## src/core/bisx_consts.svh

```systemverilog
`ifndef BISX_CONSTS_SVH
`define BISX_CONSTS_SVH

// ----------------------------------------
// reset values
// ----------------------------------------
`define BISX_PC_RST 10'h000
`define BISX_ACC_RST 8'h00
`define BISX_ZERO_RST 1'b0

// ----------------------------------------
// fixed addresses and field positions
// ----------------------------------------
`define BISX_INT_VECTOR 10'h001
`define BISX_TBH_MSB 1
`define BISX_TBH_LSB 0

// ----------------------------------------
// instruction cycle counts
// ----------------------------------------
`define BISX_BRANCH_CYCLES 2
`define BISX_SKIP_CYCLES 2
`define BISX_INT_CYCLES 3

`endif

```

## src/core/bisx_pkg.sv

```systemverilog
package bisx_pkg;

   // ----------------------------------------
   // decoded operations seen by the executor
   // ----------------------------------------
   typedef enum logic [2:0] {
      OP_NOP = 3'h0,
      OP_COMPUTED_BRANCH = 3'h1,
      OP_INCREMENT_SKIP_ZERO = 3'h2,
      OP_SOFT_INT = 3'h3,
      OP_OR_IMMEDIATE = 3'h4,
      OP_OR_REGISTER = 3'h5,
      OP_MOVE_TO_FPAGE = 3'h6
   } bisx_op_t;

   // ----------------------------------------
   // sequencer states, one-hot
   // ----------------------------------------
   typedef enum logic [4:0] {
      ST_EXEC = 5'b00001,
      ST_BRANCH = 5'b00010,
      ST_SKIP = 5'b00100,
      ST_INT_A = 5'b01000,
      ST_INT_B = 5'b10000
   } bisx_state_t;

endpackage

```

## src/core/bisx_alu.sv

```systemverilog
module bisx_alu
   import bisx_pkg::*;
(
   // operation select
   input wire bisx_op_t op_i,
   // operands
   input wire logic [7:0] acc_i,
   input wire logic [7:0] reg_i,
   input wire logic [7:0] imm_i,
   // result
   output logic [7:0] result_o,
   output logic zero_o
);

   // ----------------------------------------
   // operand selection and arithmetic
   // ----------------------------------------
   wire logic [7:0] inc_res = reg_i + 8'h01; // wraps 0xff to 0x00
   wire logic [7:0] ori_res = acc_i | imm_i;
   wire logic [7:0] orr_res = acc_i | reg_i;

   // result mux per operation
   assign result_o = (op_i == OP_INCREMENT_SKIP_ZERO) ? inc_res :
                     (op_i == OP_OR_IMMEDIATE) ? ori_res :
                     (op_i == OP_OR_REGISTER) ? orr_res : 8'h00;

   // zero detect of the selected result
   assign zero_o = (result_o == 8'h00);

endmodule

```

## src/core/bisx_exec.sv

```systemverilog
`include "bisx_consts.svh"

module bisx_exec
   import bisx_pkg::*;
(
   // clock and reset
   input wire logic clk_i,
   input wire logic sys_rst_i,
   // decoded instruction from fetch
   input wire logic instr_valid_i,
   output logic instr_ready_o,
   input wire bisx_op_t op_i,
   input wire logic [7:0] imm_i,
   input wire logic [5:0] raddr_i,
   input wire logic dest_i,
   input wire logic [3:0] fsel_i,
   // source operands
   input wire logic [7:0] table_pointer_high_i,
   input wire logic [7:0] reg_rdata_i,
   // data register write port
   output logic reg_we_o,
   output logic [5:0] reg_waddr_o,
   output logic [7:0] reg_wdata_o,
   // fpage register write port
   output logic fpage_we_o,
   output logic [3:0] fpage_sel_o,
   output logic [7:0] fpage_wdata_o,
   // return stack push
   output logic stack_push_o,
   output logic [9:0] stack_data_o,
   // core state
   output logic [9:0] pc_o,
   output logic [7:0] working_register_o,
   output logic zero_o,
   output logic fetch_discard_o
);

   // ----------------------------------------
   // state
   // ----------------------------------------
   bisx_state_t state_q, state_d;
   logic [9:0] pc_q, pc_d;
   logic [7:0] acc_q, acc_d;
   logic zero_q, zero_d;
   logic reg_we_q, fpage_we_q, stack_push_q;
   logic [5:0] reg_waddr_q;
   logic [7:0] reg_wdata_q;
   logic [3:0] fpage_sel_q;
   logic [7:0] fpage_wdata_q;
   logic [9:0] stack_data_q;
   logic [7:0] alu_res;
   logic alu_zero;

   // ----------------------------------------
   // decode
   // ----------------------------------------
   wire logic accept = instr_valid_i && instr_ready_o;
   wire logic is_br = accept && (op_i == OP_COMPUTED_BRANCH);
   wire logic is_inc = accept && (op_i == OP_INCREMENT_SKIP_ZERO);
   wire logic is_int = accept && (op_i == OP_SOFT_INT);
   wire logic is_ori = accept && (op_i == OP_OR_IMMEDIATE);
   wire logic is_orr = accept && (op_i == OP_OR_REGISTER);
   wire logic is_mov = accept && (op_i == OP_MOVE_TO_FPAGE);
   wire logic two_way = is_inc || is_orr;
   wire logic wr_reg = two_way && dest_i;
   wire logic wr_acc = is_ori || (two_way && !dest_i);
   wire logic do_skip = is_inc && alu_zero;
   wire logic [9:0] pc_inc = pc_q + 10'h001;
   wire logic [9:0] br_target = {table_pointer_high_i[`BISX_TBH_MSB:`BISX_TBH_LSB], acc_q};

   // shared arithmetic for increment and both or forms
   bisx_alu bisx_alu_inst (
      .op_i(op_i),
      .acc_i(acc_q),
      .reg_i(reg_rdata_i),
      .imm_i(imm_i),
      .result_o(alu_res),
      .zero_o(alu_zero)
   );

   // ----------------------------------------
   // next state
   // ----------------------------------------
   // sequencer: extra cycles for branch, skip and interrupt
   always_comb begin
      state_d = state_q;
      case (state_q)
         ST_EXEC: begin
            if (is_br) begin
               state_d = ST_BRANCH;
            end else if (do_skip) begin
               state_d = ST_SKIP;
            end else if (is_int) begin
               state_d = ST_INT_A;
            end
         end
         ST_BRANCH: state_d = ST_EXEC;
         ST_SKIP: state_d = ST_EXEC;
         ST_INT_A: state_d = ST_INT_B;
         ST_INT_B: state_d = ST_EXEC;
         default: state_d = ST_EXEC;
      endcase
   end

   // program counter selection
   assign pc_d = is_br ? br_target :
                 is_int ? `BISX_INT_VECTOR :
                 accept ? pc_inc :
                 (state_q == ST_SKIP) ? pc_inc : pc_q; // step over discarded word

   // working register and zero flag; increment leaves zero alone
   assign acc_d = wr_acc ? alu_res : acc_q;
   assign zero_d = (is_ori || is_orr) ? alu_zero : zero_q;

   // ----------------------------------------
   // registers
   // ----------------------------------------
   // core state
   always_ff @(posedge clk_i) begin
      if (sys_rst_i) begin
         state_q <= ST_EXEC;
         pc_q <= `BISX_PC_RST;
         acc_q <= `BISX_ACC_RST;
         zero_q <= `BISX_ZERO_RST;
      end else begin
         state_q <= state_d;
         pc_q <= pc_d;
         acc_q <= acc_d;
         zero_q <= zero_d;
      end
   end

   // write strobes, one cycle each
   always_ff @(posedge clk_i) begin
      if (sys_rst_i) begin
         reg_we_q <= 1'b0;
         fpage_we_q <= 1'b0;
         stack_push_q <= 1'b0;
      end else begin
         reg_we_q <= wr_reg;
         fpage_we_q <= is_mov;
         stack_push_q <= is_int;
      end
   end

   // write data, held until the next write of its kind
   always_ff @(posedge clk_i) begin
      if (sys_rst_i) begin
         reg_waddr_q <= 6'h00;
         reg_wdata_q <= 8'h00;
         fpage_sel_q <= 4'h0;
         fpage_wdata_q <= 8'h00;
         stack_data_q <= 10'h000;
      end else begin
         if (wr_reg) begin
            reg_waddr_q <= raddr_i;
            reg_wdata_q <= alu_res;
         end
         if (is_mov) begin
            fpage_sel_q <= fsel_i;
            fpage_wdata_q <= acc_q;
         end
         if (is_int) begin
            stack_data_q <= pc_inc;
         end
      end
   end

   // ----------------------------------------
   // outputs
   // ----------------------------------------
   assign instr_ready_o = (state_q == ST_EXEC);
   assign fetch_discard_o = (state_q == ST_SKIP);
   assign reg_we_o = reg_we_q;
   assign reg_waddr_o = reg_waddr_q;
   assign reg_wdata_o = reg_wdata_q;
   assign fpage_we_o = fpage_we_q;
   assign fpage_sel_o = fpage_sel_q;
   assign fpage_wdata_o = fpage_wdata_q;
   assign stack_push_o = stack_push_q;
   assign stack_data_o = stack_data_q;
   assign pc_o = pc_q;
   assign working_register_o = acc_q;
   assign zero_o = zero_q;
endmodule

```

## config.mk

```make
export PLATFORM = sky130hd
export DESIGN_NAME = bisx_exec
export DESIGN_NICKNAME = d
export VERILOG_FILES = /design/src/core/bisx_pkg.sv /design/src/core/bisx_alu.sv /design/src/core/bisx_exec.sv
export VERILOG_INCLUDE_DIRS = /design/src /design/src/core
export SDC_FILE = /design/constraint.sdc
export NUM_CORES = 1
export LEC_CHECK = 0
export BUFFER_PORTS_ARGS = -buffer_cell sky130_fd_sc_hd__buf_2
export CORE_UTILIZATION = 50
export CTS_BUF_LIST = sky130_fd_sc_hd__clkbuf_16
export DETAILED_ROUTE_END_ITERATION = 16
export GPL_TIMING_DRIVEN = 0
export PLACE_DENSITY = 0.83
export REMOVE_ABC_BUFFERS = 1
export SYNTH_ARGS = -nofsm -noshare
export SYNTH_HDL_FRONTEND = slang
export SYNTH_HIERARCHICAL = 1
export SYNTH_SLANG_ARGS = --single-unit
```

## constraint.sdc

```tcl
create_clock -name clk_i -period 2.8 [get_ports clk_i]
set_input_delay 0.84 -clock clk_i [delete_from_list [all_inputs] [get_ports clk_i]]
set_output_delay 0.84 -clock clk_i [all_outputs]
set_load 0.02 [all_outputs]
```

Yosys cells after proc, flatten, opt, wreduce, memory -nomap -nowiden
Cells that the tools add are included.
{ "op_classes": {"n_addsub": 2, "mul": 0, "div_mod_pow": 0, "order_cmp": 0, "n_eq_ne": 10, "n_shift": 0, "n_mux": 11, "n_bitwise": 2, "n_reduce_logical": 16} }
{ "op_table": {"columns": ["operator", "n"], "rows": [
  ["$mux 10", 4],
  ["$mux 8", 3],
  ["$or 8x8->8", 2],
  ["$mux 5", 3],
  ["$add 10x1->10 const B", 1],
  ["$logic_and 1x1->1", 10],
  ["$pmux 5 s2", 1],
  ["$eq 3x3->1 const B", 3],
  ["$add 8x1->8 const B", 1],
  ["$logic_not 8->1", 1],
  ["$eq 3x2->1 const B", 2],
  ["$eq 5x1->1 const B", 1],
  ["$eq 5x3->1 const B", 1],
  ["$eq 5x4->1 const B", 1],
  ["$ne 4x1->1 const B", 1],
  ["$reduce_bool 4->1", 1],
  ["$eq 3x1->1 const B", 1],
  ["$logic_or 1x1->1", 3],
  ["$logic_not 1->1", 1]
]} }
{ "totals": {"register_bits": 63, "latchBits": 0, "ramBits": 0, "rom_bits": 0, "in_bits": 41, "out_inout_bits": 60, "n_memories": 0} }

Logic depth before layout (Yosys ltp)
{ "depth": {"ltp_word": 9, "mapped_depth": 8} }

Cells and area by module
Netlist, hierarchy kept.
{ "modules_own_cells": {"columns": ["module", "n_inst", "cells_each", "area_each_um2"], "rows": [
  ["bisx_exec", 1, 268, 2620.0],
  ["bisx_alu", 1, 61, 421.7]
]} }

Least setup slack after synthesis
OpenSTA, ideal clock, no wires.
{ "synth_path": {"path_kind": "input -> register", "startpoint": "input port op_i[0]", "endpoint": "register state_q[0]", "arrival_time_ns": 2.307, "setup_slack_ns": 0.363, "cell_stages": 7, "path_buffers": 1, "path_cell_list": "or3b_1 -> buf_2 -> o22a_1 -> nand4b_1 -> nor4_2 -> nor4b_1 -> o32ai_1"} }
{ "synth_between": {"elab_chain_cells": 9, "word_cells_on_any_way": 17} }
{ "synth_rtl": {"columns": ["item", "line", "rtl"], "rows": [
  ["start, declared", "bisx_exec.sv:12", "input wire bisx_op_t op_i,"],
  ["$eq 3x3->1", "bisx_alu.sv:25", "(op_i == OP_OR_REGISTER) ? orr_res : 8'h00;"],
  ["$mux 8", "bisx_alu.sv:25", null],
  ["$mux 8", "bisx_alu.sv:24", "(op_i == OP_OR_IMMEDIATE) ? ori_res :"],
  ["$mux 8 *", "bisx_alu.sv:23", "assign result_o = (op_i == OP_INCREMENT_SKIP_ZERO) ? inc_res :"],
  ["via alu_res[1]", "bisx_exec.sv:51", "logic [7:0] alu_res;"],
  ["$logic_not 8->1 *", "bisx_alu.sv:28", "assign zero_o = (result_o == 8'h00);"],
  ["via alu_zero", "bisx_exec.sv:52", "logic alu_zero;"],
  ["$logic_and 1x1->1 *", "bisx_exec.sv:67", "wire logic do_skip = is_inc && alu_zero;"],
  ["$mux 5", "bisx_exec.sv:91", "end else if (do_skip) begin"],
  ["$mux 5", "bisx_exec.sv:89", "if (is_br) begin"],
  ["$pmux 5 s2", "bisx_exec.sv:87", "case (state_q)"],
  ["end signal, assigned", "bisx_exec.sv:126", "state_q <= state_d;"],
  ["end, declared", "bisx_exec.sv:41", "bisx_state_t state_q, state_d;"]
]} }
Mark *: on every way through the listed nets, which the timed path passes. The rest lies on a longest branch.
A chain may end at the register's enable or synchronous reset.

Worst setup path in the final report
{ "layout_path": {"startpoint": "input port op_i[0]", "endpoint": "register state_q[0]"} }
{ "layout_between": {"elab_chain_cells": 9, "word_cells_on_any_way": 17} }
{ "layout_rtl": {"columns": ["item", "line"], "rows": [
  ["$eq 3x3->1", "bisx_alu.sv:25"],
  ["$mux 8", "bisx_alu.sv:25"],
  ["$mux 8", "bisx_alu.sv:24"],
  ["$mux 8 *", "bisx_alu.sv:23"],
  ["$logic_not 8->1 *", "bisx_alu.sv:28"],
  ["via alu_zero", "bisx_exec.sv:52"],
  ["$logic_and 1x1->1 *", "bisx_exec.sv:67"],
  ["$mux 5", "bisx_exec.sv:91"],
  ["$mux 5", "bisx_exec.sv:89"],
  ["$pmux 5 s2", "bisx_exec.sv:87"]
]} }
Marks and branches as above.

==> results.cfg <==
[run_status]
outcome = completed

[logic_synthesis]
synth_area_leaders = dfxtp_1, mux2i_1, nor2_1, xnor2_1, a211oi_1
ys_types = 53
netlist_area_mm2 = 0.00304
synth_largest_area_cell = dfxtp_1
synthesis.instances = 329
synth_seq_cells = 63
netlist.area_leader.share = 0.415
yosys_warnings = 6
synth-edff-count = 0
yosysSeqAreaShare = 0.415
avgSynthCellArea_um2 = 9.25
async_flop_share = 0
ys.flop_type = dfxtp_1

[min_path]
min_path_cells = 2
min_path_type = flip-flop to flip-flop
hp-start = zero_o
worstHoldEndpoint = zero_o

[clock_network]
path_clk_slew_ns = 0.05
cts_buffer_depth = 2
htreeDepth = 3
cts_sinks = 63
worstSkewPairLatency_ns = 0.32
cts_root_buf = clkbuf_16
cts-buffers-inserted = 9
cts_tree = built

[critical_path]
crit_buf_inv = 1
worstSetupStartpointType = primary input
rrSetupSlack_ns = 0.35
arrival_ns = 2.82
cpMaxStageDelayCell = mux2_2
crit_required_ns = 2.97
cp-end-kind = flip-flop
rr_endpoint = fpage_sel_o[3]
reg2reg_depth = 5
crit_fanout = 24
critPathKind = primary input to flip-flop
cp_top_family = simple AND/OR/NAND/NOR gates
worstPathCellList = buf_4 -> mux2_2 -> o41ai_2 -> o221a_2 -> nand4b_1 -> nor4_2 -> nor4b_2 -> o32ai_1
critPathMaxStageDelay_ns = 0.39
rr_startpoint = state_q[4]

[routing]
antenna_left = 0
dr.pass1.iters = 6
drc = 0
wire_per_inst_um = 14.9
vias_per_cell = 5.57
drt-total-wl_mm = 7.54
drt-initial-drc-count = 163
dr_total_vias = 2823

[timing]
fmax_mhz = 378
drv_slew = 0
setup_viol = 0
skew_ns = 0.00432
worst_pin_slew_ns = 1.14
rsz0062_at_grt = no
relSlewSlack = 0.240
finalCriticalPeriod_ns = 2.64
hold_violations = 0
setup_tns_ns = 0
min_period_over_period = 0.944

[power]
p_switching_mw = 0.615
clockPowerShare = 0.447
p_total_mw = 2.35
power_frac_comb = 0.145
power_density_mw_per_mm2 = 605
p_seq_frac = 0.408
p_leak_nw = 1.81
max-vdd-ir-drop_mv = 0.366
p_int_mw = 1.74
switching_share = 0.262

[floorplanning]
core_mm2 = 0.00589
die_y_um = 80.0
start_util = 0.517
die_area_mm2 = 0.00640
rows = 28
die_w_um = 80.0
ios = 101

[global_route]
antenna_found_initial = 0
grt_pass1_wl_mm = 11.9
grt_overflow = 0
grt_pass1_vias = 2591
grt_max_degree = 64
grt_use_total = 0.243

[placement]
port-buffer-count = 94
gp_congestion = 0.861
placed_area_mm2 = 0.00353
hpwl_mm = 5.26
dp.cells = 482

[job]
cap_violations = 0

[cells_and_area]
fin_cells = 507
final_cell_mix = buf_2, nor2_1, dfxtp_1
synthToLayoutAreaGrowth_pct = 27.8
final_common_cell = buf_2
antenna_cells = 0
drive_gt1_frac = 0.313
final_area_mm2 = 0.00389
nNetsFinal = 470
-- power groups by stage --
| stage | registers, mW | clock network (mW) | logic, mW |
|---|---|---|---|
| after CTS | 0.959 | 1.07 | 0.334 |
| final | 0.960 | 1.05 | 0.341 |
| after global placement | 0.977 | 0 | 0.321 |
| after floorplan | 1.01 | 0 | 0.178 |
| after global routing | 0.963 | 1.10 | 0.371 |
| after detailed placement | 0.977 | 0 | 0.331 |
-- Yosys cell counts (5+ instances only) --
master	instances
a211oi_1	8
o21ai_0	8
xnor2_1	10
a21oi_1	10
nor3_1	8
nand4_1	5
clkbuf_1	9
dfxtp_1	63
nor2_1	64
buf_2	5
o21a_1	5
o22ai_1	5
mux2i_1	41
nand2_1	6
nand2b_1	9
inv_1	7
nand3_1	7
-- final cells by class --
type                       count  area [um2]
sequential                    63        1260
tap                           75        93.8
fill                         506        2000
clock buffer                   9         225
inverter                       7        26.3
timing repair buffer         103         541
multi-input combinational    243        1690
clock inverter                 7        55.1
-- tightest hold or removal path, stage by stage, from the launching register on --
cell	delay, ns
dfxtp_1	0.30
o21ai_0	0.07
a21oi_1	0.06
-- timing repair --
item	in CTS	in global routing
hold buffers	0	0
pin swaps	1	1
gates resized for setup	2	0
buffers inserted	0	9
setup endpoints to repair	6	4
-- routing by layer --
metal,wire [um],GRT usage,vias to the layer above
met2,3590,0.414,98
met3,492,0.0491,15
li1,-,-,1382
met4,116,0.111,0
met1,3340,0.294,1328
met5,0,0,-
-- how the worst max path moves through the flow --
stage	from	endpoint	slack (ns)	cells after the start
final	op_i[0]	state_q[0]	0.16	8
after global routing	op_i[0]	state_q[0]	0.05	8
after CTS	op_i[2]	pc_o[7]	0.1	6
after detailed placement	op_i[0]	state_q[0]	-0.46	8
after global placement	op_i[0]	pc_o[5]	-0.45	6
after floorplan	op_i[0]	state_q[0]	0.34	7
-- stage by stage --
step,worst slack [ns],hold slack [ns],utilization
after global routing,0.0531,0.515,0.661
after detailed placement,-0.457,0.473,0.600
after CTS,0.0983,0.480,0.649
after floorplan,0.336,0.462,-
after global placement,-0.446,0.467,0.599
final,0.157,0.483,0.661
-- flip-flops by register name (all words and copies together), names as in the netlist --
register and cells:
stack_data_o 10, reg_waddr_o 6, stack_push_o 1, fpage_wdata_o 8, fpage_we_o 1, state_q 5
pc_o 10, zero_o 1, working_register_o 8, reg_wdata_o 8, reg_we_o 1, fpage_sel_o 4
-- logic make-up after synthesis --
group	after synthesis	synth area share
xor gates and xnor gates	14	0.0403
muxes	43	0.142
adders and majority gates	2	0.00823
DFF	63	0.415
buffers and inverters	23	0.0354
and+or+nand+nor	129	0.227
AOI/OAI and AO/OA	55	0.132
Power figures use the tool's default switching activity.
